**src/rtl/adf_map.svh**
```systemverilog
`ifndef ADF_MAP_SVH
`define ADF_MAP_SVH
// register offsets
`define ADF_RESET_REG_ADDR 7'h00
`define ADF_DATA_FORMAT_ADDR 7'h04
// reset register field
`define ADF_SW_RESET_BIT 7
// data format register fields
`define ADF_TP_HI 5
`define ADF_TP_LO 3
`define ADF_ABP_BIT 2
`define ADF_SCRAMBLE_BIT 1
`define ADF_SIGNED_BIT 0
`define ADF_DATA_FORMAT_RST 8'h00
// test pattern codes
`define ADF_TP_OFF 3'h0
`define ADF_TP_ZEROS 3'h1
`define ADF_TP_ONES 3'h3
`define ADF_TP_CHECKER 3'h5
`define ADF_TP_ALTERNATE 3'h7
// serial word length and input FIFO depth
`define ADF_SPI_BITS 5'h10
`define ADF_FIFO_DEPTH 32
`endif

```
**src/rtl/adf_pkg.sv**
```systemverilog
package adf_pkg;
    typedef enum logic [1:0] {
        ADF_SPI_IDLE,
        ADF_SPI_SHIFT,
        ADF_SPI_DONE
    } adf_spi_state_t;
endpackage

```
**src/rtl/adf_fifo.sv**
```systemverilog
`timescale 1ns/10ps
module adf_fifo #(
    parameter int WIDTH = 16,
    parameter int DEPTH = 32
) (
    input wire logic ref_clk,
    input wire logic rst,
    input wire logic in_valid,
    output logic in_ready,
    input wire logic [WIDTH-1:0] in_data,
    output logic out_valid,
    input wire logic out_ready,
    output logic [WIDTH-1:0] out_data
);
    localparam int AW = $clog2(DEPTH);
    logic [WIDTH-1:0] mem [DEPTH];
    logic [AW-1:0] wp_r, wp_nxt, rp_r, rp_nxt;
    logic [AW:0] cnt_r, cnt_nxt;
    logic do_wr, do_rd;

    // handshake and pointer update
    always_comb
    begin
        in_ready = (cnt_r != (AW+1)'(DEPTH));
        out_valid = (cnt_r != '0);
        do_wr = in_valid && in_ready;
        do_rd = out_valid && out_ready;
        wp_nxt = do_wr ? AW'((wp_r + 1'b1) % DEPTH) : wp_r;
        rp_nxt = do_rd ? AW'((rp_r + 1'b1) % DEPTH) : rp_r;
        cnt_nxt = cnt_r + (AW+1)'(do_wr) - (AW+1)'(do_rd);
    end

    // storage and pointers
    always_ff @(posedge ref_clk)
    begin
        if (rst)
        begin
            wp_r <= '0;
            rp_r <= '0;
            cnt_r <= '0;
        end
        else
        begin
            wp_r <= wp_nxt;
            rp_r <= rp_nxt;
            cnt_r <= cnt_nxt;
        end
        if (do_wr)
            mem[wp_r] <= in_data;
    end

    assign out_data = mem[rp_r];
endmodule

```
**src/rtl/adf_formatter.sv**
```systemverilog
`timescale 1ns/10ps
`include "adf_map.svh"
// Overview of operation
// pattern code 000 passes conversion results
// code 001 drives controlled bits low
// code 011 drives controlled bits high
// code 101 alternates checkerboard and complement
// code 111 alternates all-low and all-high
// two low bits never forced by patterns
// host writes only defined pattern codes
// bit 2 enables alternate bit polarity
// bit 1 enables output scrambler
// bit 0 selects two's complement coding
// serial word: flag, address, data
// software reset clears format register, self-clears
// new format applies from next sample
module adf_formatter
    import adf_pkg::*;
#(
    parameter int WIDTH = 16,
    parameter int DEPTH = `ADF_FIFO_DEPTH
) (
    input wire logic ref_clk,
    input wire logic rst,
    input wire logic cs_n,
    input wire logic sck,
    input wire logic sdi,
    output logic sdo_out,
    output logic sdo_oe,
    input wire logic sample_clk,
    input wire logic sample_valid,
    output logic sample_ready,
    input wire logic [WIDTH-1:0] sample_data,
    output logic [WIDTH-1:0] sample_output_bus,
    output logic sample_output_valid
);
    // ************************************************
    // pin synchronisers
    // ************************************************
    logic [1:0] cs_s_r, sck_s_r, sdi_s_r, smp_s_r;
    logic sck_d_r, smp_d_r;
    logic sck_rise, sck_fall, smp_rise;

    // two-stage synchronisers for cs_n, sck, sdi and sample_clk
    always_ff @(posedge ref_clk)
    begin
        if (rst)
        begin
            cs_s_r <= 2'h3;
            sck_s_r <= 2'h0;
            sdi_s_r <= 2'h0;
            smp_s_r <= 2'h0;
            sck_d_r <= 1'b0;
            smp_d_r <= 1'b0;
        end
        else
        begin
            cs_s_r <= {cs_s_r[0], cs_n};
            sck_s_r <= {sck_s_r[0], sck};
            sdi_s_r <= {sdi_s_r[0], sdi};
            smp_s_r <= {smp_s_r[0], sample_clk};
            sck_d_r <= sck_s_r[1];
            smp_d_r <= smp_s_r[1];
        end
    end

    assign sck_rise = sck_s_r[1] && !sck_d_r;
    assign sck_fall = !sck_s_r[1] && sck_d_r;
    assign smp_rise = smp_s_r[1] && !smp_d_r;

    // ************************************************
    // serial configuration port
    // ************************************************
    adf_spi_state_t st_r, st_nxt;
    logic [4:0] bit_cnt_r, bit_cnt_nxt;
    logic [15:0] shift_r, shift_nxt;
    logic [7:0] fmt_r, fmt_nxt;
    logic [7:0] rd_r, rd_nxt;
    logic sdo_r, sdo_nxt;
    logic rd_cmd_r, rd_cmd_nxt;
    logic wr_go;

    // shift in word, decode write, shift out read data
    always_comb
    begin
        st_nxt = st_r;
        bit_cnt_nxt = bit_cnt_r;
        shift_nxt = shift_r;
        fmt_nxt = fmt_r;
        rd_nxt = rd_r;
        sdo_nxt = sdo_r;
        rd_cmd_nxt = rd_cmd_r;
        wr_go = 1'b0;
        case (st_r)
            ADF_SPI_IDLE:
            begin
                sdo_nxt = 1'b1;
                if (!cs_s_r[1])
                begin
                    st_nxt = ADF_SPI_SHIFT;
                    bit_cnt_nxt = '0;
                end
            end
            ADF_SPI_SHIFT:
            begin
                if (cs_s_r[1])
                    st_nxt = ADF_SPI_IDLE;
                else if (sck_rise)
                begin
                    shift_nxt = {shift_r[14:0], sdi_s_r[1]};
                    bit_cnt_nxt = bit_cnt_r + 5'h1;
                    // keep the read flag; it leaves the low byte of the shifter
                    if (bit_cnt_r == 5'h0)
                        rd_cmd_nxt = sdi_s_r[1];
                    if (bit_cnt_r == 5'h7)
                        rd_nxt = ({shift_r[5:0], sdi_s_r[1]} == `ADF_DATA_FORMAT_ADDR)
                            ? fmt_r : 8'h00;
                    if (bit_cnt_r == `ADF_SPI_BITS - 5'h1)
                        st_nxt = ADF_SPI_DONE;
                end
                else if (sck_fall && rd_cmd_r && bit_cnt_r >= 5'h8)
                begin
                    sdo_nxt = rd_r[7];
                    rd_nxt = {rd_r[6:0], 1'b0};
                end
            end
            ADF_SPI_DONE:
            begin
                // extra sck edges ignored until cs rises
                if (cs_s_r[1])
                begin
                    st_nxt = ADF_SPI_IDLE;
                    wr_go = !shift_r[15];
                end
            end
            default:
                st_nxt = ADF_SPI_IDLE;
        endcase
        if (wr_go && shift_r[14:8] == `ADF_DATA_FORMAT_ADDR)
            fmt_nxt = shift_r[7:0];
        // reset register write with bit 7 set clears all modes; the bit is never stored
        if (wr_go && shift_r[14:8] == `ADF_RESET_REG_ADDR && shift_r[`ADF_SW_RESET_BIT])
            fmt_nxt = `ADF_DATA_FORMAT_RST;
    end

    // serial port registers
    always_ff @(posedge ref_clk)
    begin
        if (rst)
        begin
            st_r <= ADF_SPI_IDLE;
            bit_cnt_r <= '0;
            shift_r <= '0;
            fmt_r <= `ADF_DATA_FORMAT_RST;
            rd_r <= '0;
            sdo_r <= 1'b1;
            rd_cmd_r <= 1'b0;
        end
        else
        begin
            st_r <= st_nxt;
            bit_cnt_r <= bit_cnt_nxt;
            shift_r <= shift_nxt;
            fmt_r <= fmt_nxt;
            rd_r <= rd_nxt;
            sdo_r <= sdo_nxt;
            rd_cmd_r <= rd_cmd_nxt;
        end
    end

    // open drain: drive only when pulling low
    assign sdo_out = 1'b0;
    assign sdo_oe = !sdo_r;

    // ************************************************
    // sample formatting
    // ************************************************
    logic [WIDTH-1:0] raw_w, fifo_data;
    logic fifo_valid, fifo_ready, fmt_valid;
    logic [WIDTH-1:0] out_r, out_nxt;
    logic vld_r, vld_nxt, phase_r, phase_nxt;
    logic [7:0] act_r, act_nxt;
    logic [2:0] tp;
    logic [7:0] use_fmt;

    // input buffer between source and sample clock
    adf_fifo #(
        .WIDTH(WIDTH),
        .DEPTH(DEPTH)
    ) u_fifo (
        .ref_clk(ref_clk),
        .rst(rst),
        .in_valid(sample_valid),
        .in_ready(sample_ready),
        .in_data(sample_data),
        .out_valid(fifo_valid),
        .out_ready(fifo_ready),
        .out_data(fifo_data)
    );

    assign fifo_ready = smp_rise;
    assign fmt_valid = smp_rise && fifo_valid;

    // pattern word for the low-bit-free part
    function automatic logic [WIDTH-1:0] pattern(input logic [2:0] code,
                                                 input logic ph,
                                                 input logic [WIDTH-1:0] raw);
        logic [WIDTH-1:0] chk;
        chk = '0;
        for (int i = 0; i < WIDTH; i++)
            chk[i] = ~i[0];
        chk = ph ? ~chk : chk;
        pattern = raw;
        case (code)
            `ADF_TP_ZEROS: pattern = '0;
            `ADF_TP_ONES: pattern = '1;
            `ADF_TP_CHECKER: pattern = chk;
            `ADF_TP_ALTERNATE: pattern = ph ? '1 : '0;
            default: pattern = raw;
        endcase
        pattern[1:0] = raw[1:0];
    endfunction

    // a sample starting now takes the register as it stands at its start
    assign use_fmt = smp_rise ? fmt_r : act_r;
    assign tp = use_fmt[`ADF_TP_HI:`ADF_TP_LO];

    // per-sample transform using the format latched at sample start
    always_comb
    begin
        raw_w = fifo_data;
        if (use_fmt[`ADF_SIGNED_BIT])
            raw_w[WIDTH-1] = ~fifo_data[WIDTH-1];
        out_nxt = pattern(tp, phase_r, raw_w);
        if (use_fmt[`ADF_SCRAMBLE_BIT])
            out_nxt[WIDTH-1:1] = out_nxt[WIDTH-1:1] ^ {(WIDTH-1){out_nxt[0]}};
        if (use_fmt[`ADF_ABP_BIT])
            for (int i = 1; i < WIDTH; i += 2)
                out_nxt[i] = ~out_nxt[i];
        if (!fmt_valid)
            out_nxt = out_r;
        vld_nxt = fmt_valid;
        phase_nxt = fmt_valid ? ~phase_r : phase_r;
        act_nxt = smp_rise ? fmt_r : act_r;
    end

    // output registers
    always_ff @(posedge ref_clk)
    begin
        if (rst)
        begin
            out_r <= '0;
            vld_r <= 1'b0;
            phase_r <= 1'b0;
            act_r <= `ADF_DATA_FORMAT_RST;
        end
        else
        begin
            out_r <= out_nxt;
            vld_r <= vld_nxt;
            phase_r <= phase_nxt;
            act_r <= act_nxt;
        end
    end

    assign sample_output_bus = out_r;
    assign sample_output_valid = vld_r;

    // ************************************************
    // assertions
    // ************************************************
    a_zero_pattern: assert property (@(posedge ref_clk) disable iff (rst)
        fmt_valid && tp == `ADF_TP_ZEROS && use_fmt[2:1] == 2'h0
        |=> sample_output_bus[WIDTH-1:2] == '0)
        else $error("zero pattern wrong");
    a_ones_pattern: assert property (@(posedge ref_clk) disable iff (rst)
        fmt_valid && tp == `ADF_TP_ONES && use_fmt[2:1] == 2'h0
        |=> sample_output_bus[WIDTH-1:2] == '1)
        else $error("ones pattern wrong");
    a_checker_alt: assert property (@(posedge ref_clk) disable iff (rst)
        fmt_valid && tp == `ADF_TP_CHECKER && use_fmt[2:1] == 2'h0
        |=> sample_output_bus[WIDTH-1] == $past(phase_r)
            && sample_output_bus[WIDTH-2] != $past(phase_r))
        else $error("checkerboard wrong");
    a_alt_pattern: assert property (@(posedge ref_clk) disable iff (rst)
        fmt_valid && tp == `ADF_TP_ALTERNATE && use_fmt[2:1] == 2'h0
        |=> sample_output_bus[WIDTH-1:2] == {(WIDTH-2){$past(phase_r)}})
        else $error("alternating pattern wrong");
    a_pass_offset: assert property (@(posedge ref_clk) disable iff (rst)
        fmt_valid && use_fmt[5:0] == 6'h00 |=> sample_output_bus == $past(fifo_data))
        else $error("passthrough wrong");
    a_signed_msb: assert property (@(posedge ref_clk) disable iff (rst)
        fmt_valid && use_fmt[5:0] == 6'h01
        |=> sample_output_bus == {~$past(fifo_data[WIDTH-1]), $past(fifo_data[WIDTH-2:0])})
        else $error("twos complement wrong");
    a_low_bits: assert property (@(posedge ref_clk) disable iff (rst)
        fmt_valid && use_fmt[2:0] == 3'h0 |=> sample_output_bus[1:0] == $past(fifo_data[1:0]))
        else $error("low bits forced");
    a_hold_format: assert property (@(posedge ref_clk) disable iff (rst)
        !fmt_valid |=> !sample_output_valid && $stable(sample_output_bus))
        else $error("output changed between samples");
    a_sw_reset: assert property (@(posedge ref_clk) disable iff (rst)
        wr_go && shift_r[14:8] == 7'h00 && shift_r[7] |=> fmt_r == 8'h00)
        else $error("software reset missed");
    a_read_no_wr: assert property (@(posedge ref_clk) disable iff (rst)
        st_r == ADF_SPI_DONE && shift_r[15] |=> fmt_r == $past(fmt_r))
        else $error("read updated register");
    c_write_fmt: cover property (@(posedge ref_clk) wr_go && shift_r[14:8] == 7'h04);
    c_checker: cover property (@(posedge ref_clk) fmt_valid && tp == `ADF_TP_CHECKER);
    c_read: cover property (@(posedge ref_clk) sdo_oe);
    c_full: cover property (@(posedge ref_clk) !sample_ready);
endmodule

```
**config.mk**
```make
export PLATFORM = sky130hd
export DESIGN_NAME = adf_formatter
export DESIGN_NICKNAME = d
export VERILOG_FILES = /design/src/rtl/adf_pkg.sv /design/src/rtl/adf_fifo.sv /design/src/rtl/adf_formatter.sv
export VERILOG_INCLUDE_DIRS = /design/src /design/src/rtl
export SDC_FILE = /design/constraint.sdc
export NUM_CORES = 1
export LEC_CHECK = 0
export BUFFER_PORTS_ARGS = -buffer_cell sky130_fd_sc_hd__buf_2
export CORE_MARGIN = 5
export CORE_UTILIZATION = 42
export CTS_BUF_LIST = sky130_fd_sc_hd__clkbuf_16
export DETAILED_ROUTE_END_ITERATION = 16
export HOLD_SLACK_MARGIN = 0.12
export PLACE_DENSITY = 0.67
export SLEW_MARGIN = 10
export SYNTH_ARGS = -nofsm -noshare
export SYNTH_HDL_FRONTEND = slang
export SYNTH_SLANG_ARGS = --single-unit
```
**constraint.sdc**
```tcl
create_clock -name ref_clk -period 3.5 [get_ports ref_clk]
set_input_delay 0.35 -clock ref_clk [delete_from_list [all_inputs] [get_ports ref_clk]]
set_output_delay 0.35 -clock ref_clk [all_outputs]
set_load 0.02 [all_outputs]
```
==> results summary <==
The number of diodes added for antenna fixing is 0. The relative max-transition margin is a little over a quarter. TritonCTS built the clock tree.

The power per cell area came out at 564 nW/um^2. IR analysis of the VDD net gives a maximum drop of just over 500 uV. The share of cells above drive strength 1 came out at a little under a fifth. The flow ran to the end, and the final reports show no timing, DRC or antenna violations. The cell sitting at the root of the clock tree is a clkbuf_16.

No sink is reached through more buffers than the 3 on the longest clock path. The synthesized-area fraction occupied by xor and xnor cells came out at around 1.4%. The top cell type's share of synthesized area came out at around 64%.

For this block, the initial DRC count from the detailed router was 1162. 43 I/O pins were placed. For the worst-skew pair, the clock arrives at the later sink with an insertion delay of a little over 0.6 ns.

Timing would allow up to 330 MHz. For this run, the slowest stage of the critical path takes roughly 0.84 ns. edfxtp_1 takes more of the synthesized area than any other cell. Combinational cells account for about 8.0% of the total power.

The total grt overflow came out at 0. The share of the synthesized area in compound gates (AO/OA/AOI/OAI) came out at under 10%. The synthesized netlist devotes less than 1% of its cell area to adder and majority cells. The commonest register cell after synthesis is edfxtp_1. The sort of element at the end of the critical path is a flop. The total number of yosys warnings came out at 0.

The time the worst path needs with I/O delays and setup is 3.03 ns. Walking the worst path, the cells encountered are nor2_1 > a22oi_1 > a21oi_1 > nor4_4 > nand2_2 > xnor3_1 > a211oi_1. By area, the combinational part of the netlist is dominated by multiplexers.

The area occupied by multi-input gates is approximately 6200 sq um. The number of hold-slack violations in the final timing report is 0. The net switching power came out at between 3 and 4 mW. The instance count along the most critical hold path is 2.

Net switching is about 22% of the power. The number of nets produced by synthesis came out at around 1400. The mapped cell area came out at around 24000 sq um. The total DRC errors in the routed layout came out at 0.

The depth of the most critical reg-to-reg path is 7. The clock buffer count from CTS came out at 58. The die extent in y came out at ~250 um. During placement, the flow inserted port buffers numbering between 40 and 50.

The layout-stage area growth over the synthesis result is 13.2%. Yosys mapped the design onto between 50 and 60 distinct sky130hd cell types. After synthesis, the share of cell area in mux cells is roughly an eighth.

After clock tree synthesis, the clock-pin slew on the worst setup and hold paths is 0.06 ns. The number of standard cells in the final layout excluding fillers is 2312. The number of buffers and inverters on the critical path is 0. The quantity of gates resized following cts came out at 0. The clock skew after layout is ~0.027 ns. The kind of cell adding the most delay to the critical path is simple AND/OR/NAND/NOR gates.

The effective utilization at floorplan is between 40% and 50%. Entering global routing, the biggest net connects a little under 90 pins. In the layout the commonest cells are edfxtp_1, mux2i_1, nor2_1.

The initial antenna violation count is 0. The worst hold path begins at rst. Setup repair after global routing left no endpoint under its margin.

In the final routed layout, each cell accounts on average for 23.0 um. The number of placement rows came out at 87. The H-tree depth reported by CTS is 2.

The number of nets in the layout is approximately 1600. The filler cells instantiated in the layout total ~4700. The finished cells cover roughly 27000 sq um. The number of vias after detailed routing is around 13000. The critical path class is flop to flop. Per report_power, the sequential group accounts for a little over half of the total. In this run the remaining antenna-violating nets after routing total 0. On the final layout, the worst hold slack is roughly 0.19 ns.

In the post-synthesis netlist, the biggest area contributors are edfxtp_1, mux4_2, dfxtp_1. The worst hold path terminates at act_r[2]. The floorplan step set the die width to about 250 um.

The synthesized design contains about 500 enable-type register cells. The data arrival time at the worst-slack endpoint is about 3.5 ns. Among all stages on the critical path, the largest delay is contributed by nor2_1. The worst hold path belongs to the class input port to flop. The first detailed-routing pass took 5 iterations.

The simple-gate area share of the yosys netlist came out at under 10%. The estimated wirelength of the detail-placed design is 32.4 mm. In this run the worst path has a maximum fanout of 14. The mean cell area of the mapped netlist is between 15 and 20 sq um.

The number of clock sinks seen by CTS came out at between 600 and 700. In the routed layout, each cell is associated on average with a via count of approximately 5.5. After synthesis the netlist holds a flip-flop and latch count of about 610. The share of flip-flops with an asynchronous set or reset came out at 0%. The number of max-capacitance violations reported came out at 0. The worst register-to-register path ends at sample_output_bus[3]. The most common cell after layout, fill and taps aside is edfxtp_1. In this run the cell area measured after placement is roughly 25000 sq um. The share of power burned in the clock network came out at between 30% and 40%.

The first global-routing pass estimated 78.8 mm of wire. The worst setup path is launched from a flop. The internal power is around 12 mW. In this run the static leakage power is 8.71 nW. The total die area is just over 60000 sq um.

The overall global routing resource usage came out at 16.6%. The worst path uses 86.5% of the clock period. The buffers inserted during post-CTS setup optimization came out at 0.

Setup violations remaining at the end of the flow were counted as 0. After routing, the total negative slack on setup checks comes to 0 ns. The global placement routability congestion is just over 0.8. The required time reported for the critical path endpoint came out at between 4 and 5 ns. In this run the register-to-register setup slack is between 0.4 and 0.5 ns. The transition time at the pin with the least slew margin is 1.10 ns. The final number of max-transition violations is 0.

The count of mapped cells out of synthesis came out at between 1000 and 1500. In this run, placement finished with an instance count of approximately 2200. Summing internal, switching and leakage power gives around 15 mW. The via count of the first global-routing pass was 12800. Summed over all layers, the routed wires come to 53.2 mm. The area inside the core boundary came out at 56500 sq um. The storage element area came out at between 15000 and 20000 sq um.

The sequential-to-total area share from yosys stat is roughly 72%.
==> worst reg2reg max path, cell delays in order (launching register included) <==
cell      delay (ns)
dfxtp_4         0.36
nor2_1          0.84
a22oi_1         0.22
a21oi_1         0.32
nor4_4          0.11
nand2_2         0.38
xnor3_1         0.48
a211oi_1        0.23
==> what timing repair did <==
action,4_1_cts,5_1_grt
hold buffers,4,0
endpoints found under the hold margin,4,0
setup endpoints to repair,0,0
==> registers in the layout, summed over array words and instances (netlist names), 2 cells and up, named ones only <==
| signal | flops |
|---|---|
| act_r | 6 |
| bit_cnt_r | 5 |
| cs_s_r | 2 |
| fmt_r | 8 |
| rd_r | 8 |
| sample_output_bus | 16 |
| sck_s_r | 2 |
| sdi_s_r | 2 |
| shift_r | 16 |
| smp_s_r | 2 |
| st_r | 2 |
| u_fifo.cnt_r | 6 |
| u_fifo.mem | 512 |
| u_fifo.rp_r | 5 |
| u_fifo.wp_r | 5 |
==> stage by stage <==
stage          worst slack (ns)  utilization [%]
3_5_place_dp              0.459             44.7
4_1_cts                   0.464             48.0
3_3_place_gp              0.647             44.7
6_report                  0.474             48.0
2_1_floorplan             0.798                -
5_1_grt                   0.319             48.0
==> logic make-up after synthesis <==
family,count (synthesis)
fa+ha+maj,18
buf+inv,93
other cells,1
mux,205
flops,608
compound gates,178
simple gates,277
xor+xnor,27
==> metal layers <==
layer | wire length (um) | up-vias | share of wire (%) | track usage, %
met2 | 25600 | 429 | 48 | 26.9
met1 | 22100 | 6431 | 41 | 22.8
li1 | - | 5680 | - | -
met4 | 1430 | 0 | 2.7 | 5.11
met5 | 0 | - | 0 | 0
met3 | 4070 | 92 | 7.6 | 3.51
==> final cells by class <==
class	instances	share of cell area [%]
Tap cell	756	3.49
Sequential cell	608	63.8
Clock buffer	58	5.35
Multi-Input combinational cell	706	22.8
Timing Repair Buffer	117	2.99
Inverter	18	0.249
Clock inverter	49	1.35
==> cell usage after synthesis, drive strengths merged (2+ instances only) <==
cell,n
nand2,91
and3,3
xor2,15
a21oi,67
nor4,6
nand3,18
nor2b,22
ha,17
xnor2,5
dfxtp,96
or3b,2
and2,3
xnor3,7
edfxtp,512
nand2b,5
a22oi,52
o211ai,2
nor2,103
buf,40
mux2i,113
or2,5
nand4b,2
mux4,90
mux2,2
nand4,4
nor3,3
a22o,8
inv,18
a31o,4
o21ai,5
nand3b,4
a31oi,19
a211oi,14
clkbuf,35
==> power groups by stage <==
stage | clock network, mW | logic [mW] | registers (mW)
after floorplan | 0 | 0.820 | 8.21
after global placement | 0 | 1.18 | 8.21
after detailed placement | 0 | 1.21 | 8.21
after CTS | 6.14 | 1.23 | 8.06
after global routing | 6.44 | 1.33 | 8.07
final | 6.02 | 1.22 | 8.06
==> worst max-delay path by stage <==
stage                            end  cells past startpoint       startpoint  slack, ns
3_3_place_gp    sample_output_bus[1]                      7             flop       0.65
4_1_cts        sample_output_bus[13]                      7             flop       0.46
2_1_floorplan      u_fifo.mem[31][0]                      8  u_fifo.cnt_r[2]       0.80
5_1_grt         sample_output_bus[7]                      7             flop       0.32
6_report        sample_output_bus[3]                      7             flop       0.47
3_5_place_dp   sample_output_bus[13]                      7             flop       0.46
(Power assumes the default switching activity.)
